--- config.mk ---
export PLATFORM = sky130hd
export DESIGN_NAME = watchdog_interval_timer_ctrl
export DESIGN_NICKNAME = d
export VERILOG_FILES = /design/src/hw/watchdog_interval_timer_ctrl.v /design/src/hw/wdt_prescaler.v /design/src/hw/wdt_pulse.v
export VERILOG_INCLUDE_DIRS = /design/src /design/src/hw
export SDC_FILE = /design/constraint.sdc
export NUM_CORES = 1
export LEC_CHECK = 0
export ABC_AREA = 1
export CAP_MARGIN = 20
export CORE_UTILIZATION = 30
export DETAILED_ROUTE_END_ITERATION = 16
export DONT_BUFFER_PORTS = 1
export GPL_TIMING_DRIVEN = 0
export PLACE_DENSITY = 0.43
export SYNTH_ARGS = -nofsm -noshare
export SYNTH_HDL_FRONTEND = slang
export SYNTH_HIERARCHICAL = 1
export SYNTH_SLANG_ARGS = --single-unit
--- constraint.sdc ---
create_clock -name CLOCK -period 3.3 [get_ports CLOCK]
set_input_delay 0.495 -clock CLOCK [delete_from_list [all_inputs] [get_ports CLOCK]]
set_output_delay 0.495 -clock CLOCK [all_outputs]
set_load 0.05 [all_outputs]
--- src/hw/wdt_regs.vh ---
// Purpose: constants for the watchdog/interval timer block
// Assumes: 25 MHz peripheral clock, word-wide register port with key byte
// Notes:
// Behaviour
// RQ1: interval mode sets interval overflow flag when counter wraps FF to 00.
// RQ2: internal chip reset from watchdog overflow clears the interval overflow flag.
// RQ3: interval flag clears only after a read seeing it set, then writing zero.
// RQ4: software should read the interval flag back after clearing it.
// RQ5: mode bit 6 zero selects interval timer, overflow requests interval interrupt.
// RQ6: mode bit one selects watchdog, overflow asserts active-low overflow output.
// RQ7: run enable bit 5 starts counting; clearing stops and zeroes the counter.
// RQ8: clock select codes 0-7 pick divide 2,64,128,512,2048,8192,32768,131072.
// RQ9: reserved control bits 4,3 and reset control bits 4..0 read one.
// RQ10: reset control resets to 1F on external pin, kept on internal reset.
// RQ11: watchdog flag sets on wrap in watchdog mode only.
// RQ12: watchdog flag clears only after a read seeing it set, then zero write.
// RQ13: chip reset disabled: overflow still resets counter and control register.
// RQ14: chip reset enabled: watchdog overflow triggers whole-chip internal reset.
// RQ15: reset control bit 5 is plain storage, resets zero, no effect.
// RQ16: writing one to either overflow flag has no effect.
// RQ17: overflow output lasts 133 or 130 states; internal reset lasts 519.
// RQ18: writes need key byte 5A (counter, reset enable) or A5 (control, flag clear).
// RQ19: counter is 8-bit read/write up-counter, zeroed when run enable clears.
// RQ20: counter write in the same cycle as an increment wins.
// RQ21: free-running prescaler yields one single-cycle tick per divided period. The divider here is held at zero while run is low.
`ifndef WDT_REGS_VH
`define WDT_REGS_VH
`define ADDR_CTRL 2'h0
`define ADDR_COUNT 2'h1
`define ADDR_RSTC_WR 2'h2
`define ADDR_RSTC 2'h3
`define KEY_COUNT 8'h5A
`define KEY_CTRL 8'hA5
`define BIT_FLAG 7
`define BIT_MODE 6
`define BIT_RUN 5
`define BIT_CHIP_RESET_ENABLE 6
`define BIT_SPARE 5
`define CTRL_FIXED 8'h18
`define RSTC_FIXED 8'h1F
`define OVF_OUT_LONG 9'h085
`define OVF_OUT_SHORT 9'h082
`define INT_RESET_LEN 10'h207
`define PRESCALE_W 17
`define COUNT_TOP 8'hFF
`define DIV_MASK_0 17'h00001
`define DIV_MASK_1 17'h0003F
`define DIV_MASK_2 17'h0007F
`define DIV_MASK_3 17'h001FF
`define DIV_MASK_4 17'h007FF
`define DIV_MASK_5 17'h01FFF
`define DIV_MASK_6 17'h07FFF
`define DIV_MASK_7 17'h1FFFF
`endif

--- src/hw/watchdog_interval_timer_ctrl.v ---
// Purpose: watchdog / interval timer control and status
// Assumes: 16-bit write data with key in upper byte; 8-bit reads
// Notes: register port: REG_ADDR 0 control(rd)/counter+control(wr), 1 counter(rd),
//        2 reset-control write, 3 reset-control read
`timescale 1ns/10ps
`default_nettype none
`include "wdt_regs.vh"
module watchdog_interval_timer_ctrl (
  input wire CLOCK,
  input wire RESET,
  input wire [1:0] REG_ADDR,
  input wire REG_WR,
  input wire REG_RD,
  input wire [15:0] REG_WDATA,
  output reg [7:0] REG_RDATA,
  output reg INTERVAL_IRQ,
  output reg OVERFLOW_OUT_N,
  output reg INTERNAL_RESET
);
  // timer state
  reg [7:0] watchdog_counter;
  reg interval_overflow_flag;
  reg timer_mode_select;
  reg timer_run_enable;
  reg [2:0] clock_select;
  reg watchdog_overflow_flag;
  reg chip_reset_enable;
  reg spare_bit;
  reg ovf_seen;
  reg watchdog_overflow_flag_seen;
  wire tick;
  wire ovf_pulse;
  wire ovf_busy;
  wire rst_busy;
  wire [9:0] ovf_len;
  wire key_count;
  wire key_ctrl;
  wire wr_count;
  wire wr_ctrl;
  wire wr_chip_reset_enable;
  wire wr_watchdog_overflow_flag;
  wire rd_ctrl;
  wire rd_rstc;
  wire wrap;
  wire wd_wrap;
  wire iv_wrap;
  wire [7:0] ctrl_view;
  wire [7:0] rstc_view;

  // count tick from the prescaler
  wdt_prescaler prescale (
    .clk(CLOCK),
    .rst(RESET),
    .run(timer_run_enable),
    .sel(clock_select),
    .tick(tick)
  );

  // overflow output length depends on chip reset enable
  assign ovf_len = chip_reset_enable ? {1'b0, `OVF_OUT_LONG} : {1'b0, `OVF_OUT_SHORT};

  wdt_pulse ovf_stretch (
    .clk(CLOCK),
    .rst(RESET),
    .start(wd_wrap),
    .len(ovf_len),
    .active(ovf_pulse)
  ); // see RQ17

  wdt_pulse reset_stretch (
    .clk(CLOCK),
    .rst(RESET),
    .start(wd_wrap && chip_reset_enable),
    .len(`INT_RESET_LEN),
    .active(rst_busy)
  ); // see RQ14 see RQ17

  // writes are locked while the overflow output is low
  assign ovf_busy = ovf_pulse;
  assign key_count = (REG_WDATA[15:8] == `KEY_COUNT);
  assign key_ctrl = (REG_WDATA[15:8] == `KEY_CTRL);
  assign wr_count = REG_WR && !ovf_busy && (REG_ADDR == `ADDR_CTRL) && key_count; // see RQ18
  assign wr_ctrl = REG_WR && !ovf_busy && (REG_ADDR == `ADDR_CTRL) && key_ctrl; // see RQ18
  assign wr_chip_reset_enable = REG_WR && !ovf_busy && (REG_ADDR == `ADDR_RSTC_WR) && key_count; // see RQ18
  assign wr_watchdog_overflow_flag = REG_WR && !ovf_busy && (REG_ADDR == `ADDR_RSTC_WR) && key_ctrl
                   && (REG_WDATA[7:0] == 8'h00); // see RQ18
  assign rd_ctrl = REG_RD && (REG_ADDR == `ADDR_CTRL);
  // watchdog flag reads are not recognised during the overflow output
  assign rd_rstc = REG_RD && !ovf_busy && (REG_ADDR == `ADDR_RSTC);

  // overflow on an increment from the top value
  assign wrap = tick && !wr_count && (watchdog_counter == `COUNT_TOP); // see RQ1 see RQ20
  assign wd_wrap = wrap && timer_mode_select; // see RQ6 see RQ11
  assign iv_wrap = wrap && !timer_mode_select; // see RQ5

  // read views with reserved bits held at one
  assign ctrl_view = {interval_overflow_flag, timer_mode_select, timer_run_enable,
                      2'b00, clock_select} | `CTRL_FIXED; // see RQ9
  assign rstc_view = {watchdog_overflow_flag, chip_reset_enable, spare_bit, 5'h00}
                     | `RSTC_FIXED; // see RQ9 see RQ15

  // counter: write beats increment, run clear forces zero
  always @(posedge CLOCK or posedge RESET) begin
    if (RESET) begin
      watchdog_counter <= 8'h00;
    end else if (wd_wrap || rst_busy) begin
      watchdog_counter <= 8'h00; // see RQ13
    end else if (!timer_run_enable || (wr_ctrl && !REG_WDATA[`BIT_RUN])) begin
      watchdog_counter <= 8'h00; // see RQ7 see RQ19
    end else if (wr_count) begin
      watchdog_counter <= REG_WDATA[7:0]; // see RQ20
    end else if (tick) begin
      watchdog_counter <= watchdog_counter + 8'h01; // see RQ19
    end
  end

  // control/status: cleared by any watchdog overflow, internal reset or not
  always @(posedge CLOCK or posedge RESET) begin
    if (RESET) begin
      interval_overflow_flag <= 1'b0;
      timer_mode_select <= 1'b0;
      timer_run_enable <= 1'b0;
      clock_select <= 3'h0;
      ovf_seen <= 1'b0;
    end else if (wd_wrap || rst_busy) begin
      interval_overflow_flag <= 1'b0; // see RQ2 see RQ13
      timer_mode_select <= 1'b0;
      timer_run_enable <= 1'b0;
      clock_select <= 3'h0;
      ovf_seen <= 1'b0;
    end else begin
      if (wr_ctrl) begin
        timer_mode_select <= REG_WDATA[`BIT_MODE];
        timer_run_enable <= REG_WDATA[`BIT_RUN]; // see RQ7
        clock_select <= REG_WDATA[2:0]; // see RQ8
      end
      // set beats clear; zero write only after a read that saw the flag set
      if (iv_wrap) begin
        interval_overflow_flag <= 1'b1; // see RQ1
      end else if (wr_ctrl && ovf_seen && !REG_WDATA[`BIT_FLAG]) begin
        interval_overflow_flag <= 1'b0; // see RQ3 see RQ16
      end
      if (rd_ctrl && interval_overflow_flag) begin
        ovf_seen <= 1'b1; // see RQ3
      end else if (wr_ctrl) begin
        ovf_seen <= 1'b0;
      end
    end
  end

  // reset control: only the external reset initialises it
  always @(posedge CLOCK or posedge RESET) begin
    if (RESET) begin
      watchdog_overflow_flag <= 1'b0; // see RQ10
      chip_reset_enable <= 1'b0;
      spare_bit <= 1'b0;
      watchdog_overflow_flag_seen <= 1'b0;
    end else begin
      if (wr_chip_reset_enable) begin
        chip_reset_enable <= REG_WDATA[`BIT_CHIP_RESET_ENABLE];
        spare_bit <= REG_WDATA[`BIT_SPARE]; // see RQ15
      end
      if (wd_wrap) begin
        watchdog_overflow_flag <= 1'b1; // see RQ11
      end else if (wr_watchdog_overflow_flag && watchdog_overflow_flag_seen) begin
        watchdog_overflow_flag <= 1'b0; // see RQ12 see RQ16
      end
      if (rd_rstc && watchdog_overflow_flag) begin
        watchdog_overflow_flag_seen <= 1'b1; // see RQ12
      end else if (wr_watchdog_overflow_flag) begin
        watchdog_overflow_flag_seen <= 1'b0;
      end
    end
  end

  // registered outputs and read data
  always @(posedge CLOCK or posedge RESET) begin
    if (RESET) begin
      REG_RDATA <= 8'h00;
      INTERVAL_IRQ <= 1'b0;
      OVERFLOW_OUT_N <= 1'b1;
      INTERNAL_RESET <= 1'b0;
    end else begin
      INTERVAL_IRQ <= interval_overflow_flag; // see RQ5
      OVERFLOW_OUT_N <= !ovf_pulse; // see RQ6
      INTERNAL_RESET <= rst_busy; // see RQ14
      if (REG_RD) begin
        case (REG_ADDR)
          `ADDR_CTRL: REG_RDATA <= ctrl_view;
          `ADDR_COUNT: REG_RDATA <= watchdog_counter;
          `ADDR_RSTC: REG_RDATA <= rstc_view;
          default: REG_RDATA <= 8'h00;
        endcase
      end
    end
  end
endmodule // watchdog_interval_timer_ctrl
`default_nettype wire

--- src/hw/wdt_prescaler.v ---
// Purpose: divider, held at zero while run is low, giving one-cycle count ticks
// Assumes: run low holds the divider at zero so the first tick is a full period
// Notes: tick on the carry of the selected stage
`timescale 1ns/10ps
`default_nettype none
`include "wdt_regs.vh"
module wdt_prescaler (
  input wire clk,
  input wire rst,
  input wire run,
  input wire [2:0] sel,
  output wire tick
);
  reg [`PRESCALE_W-1:0] div;
  reg [`PRESCALE_W-1:0] mask;
  // divisor minus one per select code
  always @* begin
    case (sel)
      3'h0: mask = `DIV_MASK_0;
      3'h1: mask = `DIV_MASK_1;
      3'h2: mask = `DIV_MASK_2;
      3'h3: mask = `DIV_MASK_3;
      3'h4: mask = `DIV_MASK_4;
      3'h5: mask = `DIV_MASK_5;
      3'h6: mask = `DIV_MASK_6;
      default: mask = `DIV_MASK_7;
    endcase
  end
  // divider restarts when stopped
  always @(posedge clk or posedge rst) begin
    if (rst) begin
      div <= 17'h00000;
    end else if (!run) begin
      div <= 17'h00000;
    end else begin
      div <= div + 17'h00001;
    end
  end
  assign tick = run && ((div & mask) == mask); // see RQ8 see RQ21
endmodule // wdt_prescaler
`default_nettype wire

--- src/hw/wdt_pulse.v ---
// Purpose: fixed-length pulse stretcher
// Assumes: start is a one-cycle pulse; a start during a pulse is ignored
// Notes: active output is high
`timescale 1ns/10ps
`default_nettype none
module wdt_pulse (
  input wire clk,
  input wire rst,
  input wire start,
  input wire [9:0] len,
  output reg active
);
  reg [9:0] left;
  // count down the requested length
  always @(posedge clk or posedge rst) begin
    if (rst) begin
      left <= 10'h000;
      active <= 1'b0;
    end else if (start && !active) begin
      left <= len - 10'h001;
      active <= 1'b1;
    end else if (active) begin
      left <= left - 10'h001;
      active <= (left != 10'h000);
    end
  end
endmodule // wdt_pulse
`default_nettype wire

==> flow_summary.yaml <==
outcome:
  status: "finished clean"
cells_and_area:
  final_common_cell: "nand2_1"
  area_delta_synth_final_pct: 13.7
  final_cell_mix: "nand2_1, inv_1, nor2_1"
  final_area_sq_um: 5000
  drive_above_1_share_pct: 12.2
  final_nets: 693
  diodes: 0
setup_path:
  crit_start: "timer_run_enable"
  startpoint_type: "flip-flop"
  critPathArrivalTime_ns: 3.20
  worstPathMaxFanout: 10
  crit_type: "reg2reg"
  critPathCapture: "reset_stretch/left[6]"
  critPathRequiredTime_ns: 3.56
  end_kind: "flip-flop"
  r2r_start: "timer_run_enable"
  ff2ff_setup_slack_ns: 0.36
  timing.rr.end: "reset_stretch/left[6]"
  r2r_cells: 17
yosys:
  ys_ff_latch: 69
  syn-mean-instance-area_sq_um: 6.88
  yosysWarnings: 6
  synth_ff_type: "dfrtp_1"
  netlist_top_cells_area: "dfrtp_1, nand2_1, inv_1, nor2_1, nand3_1"
  ys_async_sr_fraction_pct: 100
  yosysSeqAreaShare_pct: 39.3
  syn_area_sq_um: 4400
  synth_cells: 639
  synth_top_area_cell: "dfrtp_1"
  synth_edf_count: 0
  netlist.area_leader.share_pct: 38.7
  ys_types: 38
job:
  max-cap-violations: 0
sta:
  fin_skew_ns: 0.00883
  finalCritPeriodShare_pct: 89.0
  min_period_ns: 2.94
  slew_headroom_pct: 49.8
  hold_viol_final: 0
  final_max_slew_viol_count: 0
  rsz0062_at_grt: "no"
  fmax_mhz: 340
  setup_viol: 0
  tightest_slew_ns: 0.752
  fin_hold_ws_ns: 0.0464
routing:
  routedLengthMet1_um: 5300
  num_vias: 3939
  wl_um: 11200
  via_per_inst: 4.62
  route.met2.wl_um: 5180
  met3_wirelength_um: 636
  wire_per_inst_um: 13.2
  final_antenna_net_count: 0
  drt_first_pass_iters: 4
  route.detailed.drc: 0
  drtIter0Drc: 256
  highest_layer: "met4"
floorplan:
  rows: 43
  core-area_sq_um: 14100
  start_util_pct: 31.2
  fp.dieW_um: 123
  num_io_pins: 33
  dieArea_sq_um: 15100
  die_y_um: 123
hold_path:
  hp-class: "in2async"
place:
  gp_congestion: 0.807
  placed_area_sq_um: 4700
  port_buffers: 0
  dp_hpwl_um: 8620
global_route:
  grt_pass1_wl_um: 18600
  antenna_found_initial: 0
  grt.total_usage_pct: 16.2
  overflow: 0
  grt_max_degree: 18
  first_global_vias: 3724
clock_network:
  numCtsBuffers: 9
  postCtsHoldBufs: 0
  cts.sinks: 69
  clk_pin_slew_ns: 0.06
  cts_tree: "yes"
  cts-root-buf: "clkbuf_16"
  h-tree-depth: 3
  clk_path_buf_depth: 2
  worstSkewPairLatency_ns: 0.34
power_and_ir_drop:
  ir_drop_v: 0.000261
  power_density_nw_per_um2: 369
  cellLeakagePower_uw: 0.00237
## flip-flops by register name, summed over array words and instances (netlist names), 3 cells and up
register and cells:
REG_RDATA 8, clock_select 3, ovf_stretch/left 10, watchdog_counter 8, reset_stretch/left 10, prescale/div 17
## worst min-delay path by stage
stage,startpoint,end,slack (ns),cells after the start
floorplan,RESET,ovf_stretch/active,0.35,1
global placement,RESET,reset_stretch/left[8],0.43,1
detailed placement,interval_overflow_flag,INTERVAL_IRQ,0.42,0
CTS,RESET,ovf_stretch/active,0.05,1
global route,RESET,ovf_stretch/active,0.06,1
finish,RESET,ovf_stretch/active,0.05,1
## where the power goes
part           internal (uW)  total (uW)  switching [uW]
Combinational           17.4        67.0            49.6
Sequential               853         882            28.8
Clock                    506         892             387
## area by class of cell
type | instances | area, sq um
Tap cell | 180 | 225
Buffer | 8 | 57.6
Timing Repair Buffer | 2 | 35.0
Clock inverter | 6 | 40.0
Clock buffer | 10 | 229
Inverter | 108 | 405
Fill cell | 1493 | 9100
Sequential cell | 69 | 1730
Multi-Input combinational cell | 469 | 2280
## layer usage
layer  track usage (%)  vias to the layer above
li1                  -                     2048
met1              21.1                     1800
met2              26.0                       80
met3              5.44                       11
met4              3.61                        0
met5                 0                        -
## cell usage after synthesis (3+ instances only)
library cell  count
a21oi_1          25
a31oi_1           9
buf_2             4
buf_6             3
dfrtp_1          68
ha_1              4
inv_1           102
inv_2             5
nand2_1         174
nand2_2          19
nand3_1          46
nand3_2           3
nand4_1          10
nor2_1           73
nor2_2           12
nor2_4            4
nor3_1            5
nor4_1            4
o21ai_0          30
o21ai_1          10
o21bai_1          3
or2_2             4
xor2_1            4
## worst max-delay path: stages (launching register included)
cell	delay, ns
dfrtp_1	0.40
inv_1	0.18
a21oi_1	0.16
nand4_1	0.10
nor2_1	0.15
buf_2	0.23
nand2_1	0.07
inv_1	0.11
nand4_4	0.19
nor2_4	0.22
inv_1	0.07
nor2_2	0.22
nand2_1	0.10
nand2_2	0.11
nand2_2	0.10
nor2_2	0.18
a21oi_1	0.10
a21oi_1	0.15
## kinds of logic after synthesis
logic type                 share of synthesized area (%)
and+or+nand+nor                                     37.7
buffers and inverters                               10.5
AOI/OAI and AO/OA                                   10.3
DFF                                                 39.3
xor gates and xnor gates                           0.797
adders and majority gates                           1.14
other                                              0.171
## stage by stage
stage          power (uW)  setup TNS [ns]  worst slack, ns  instances  util [%]
2_1_floorplan         944               0            0.758        654         -
3_3_place_gp          961               0           0.0608        834      33.2
3_5_place_dp          966        -0.00670         -0.00339        835      33.4
4_1_cts              1890               0            0.108        851      35.3
5_1_grt              1940               0           0.0186        852      35.5
6_report             1840               0            0.362        852      35.5
## repair_timing
| item | CTS | global route |
|---|---|---|
| resized for setup | 1 | 3 |
| setup buffers | 0 | 1 |
| gates cloned | 0 | 0 |
| endpoints found under the setup margin | 1 | 13 |
| pin swaps | 0 | 1 |
Note: power is estimated with default switching activity, not from simulation.
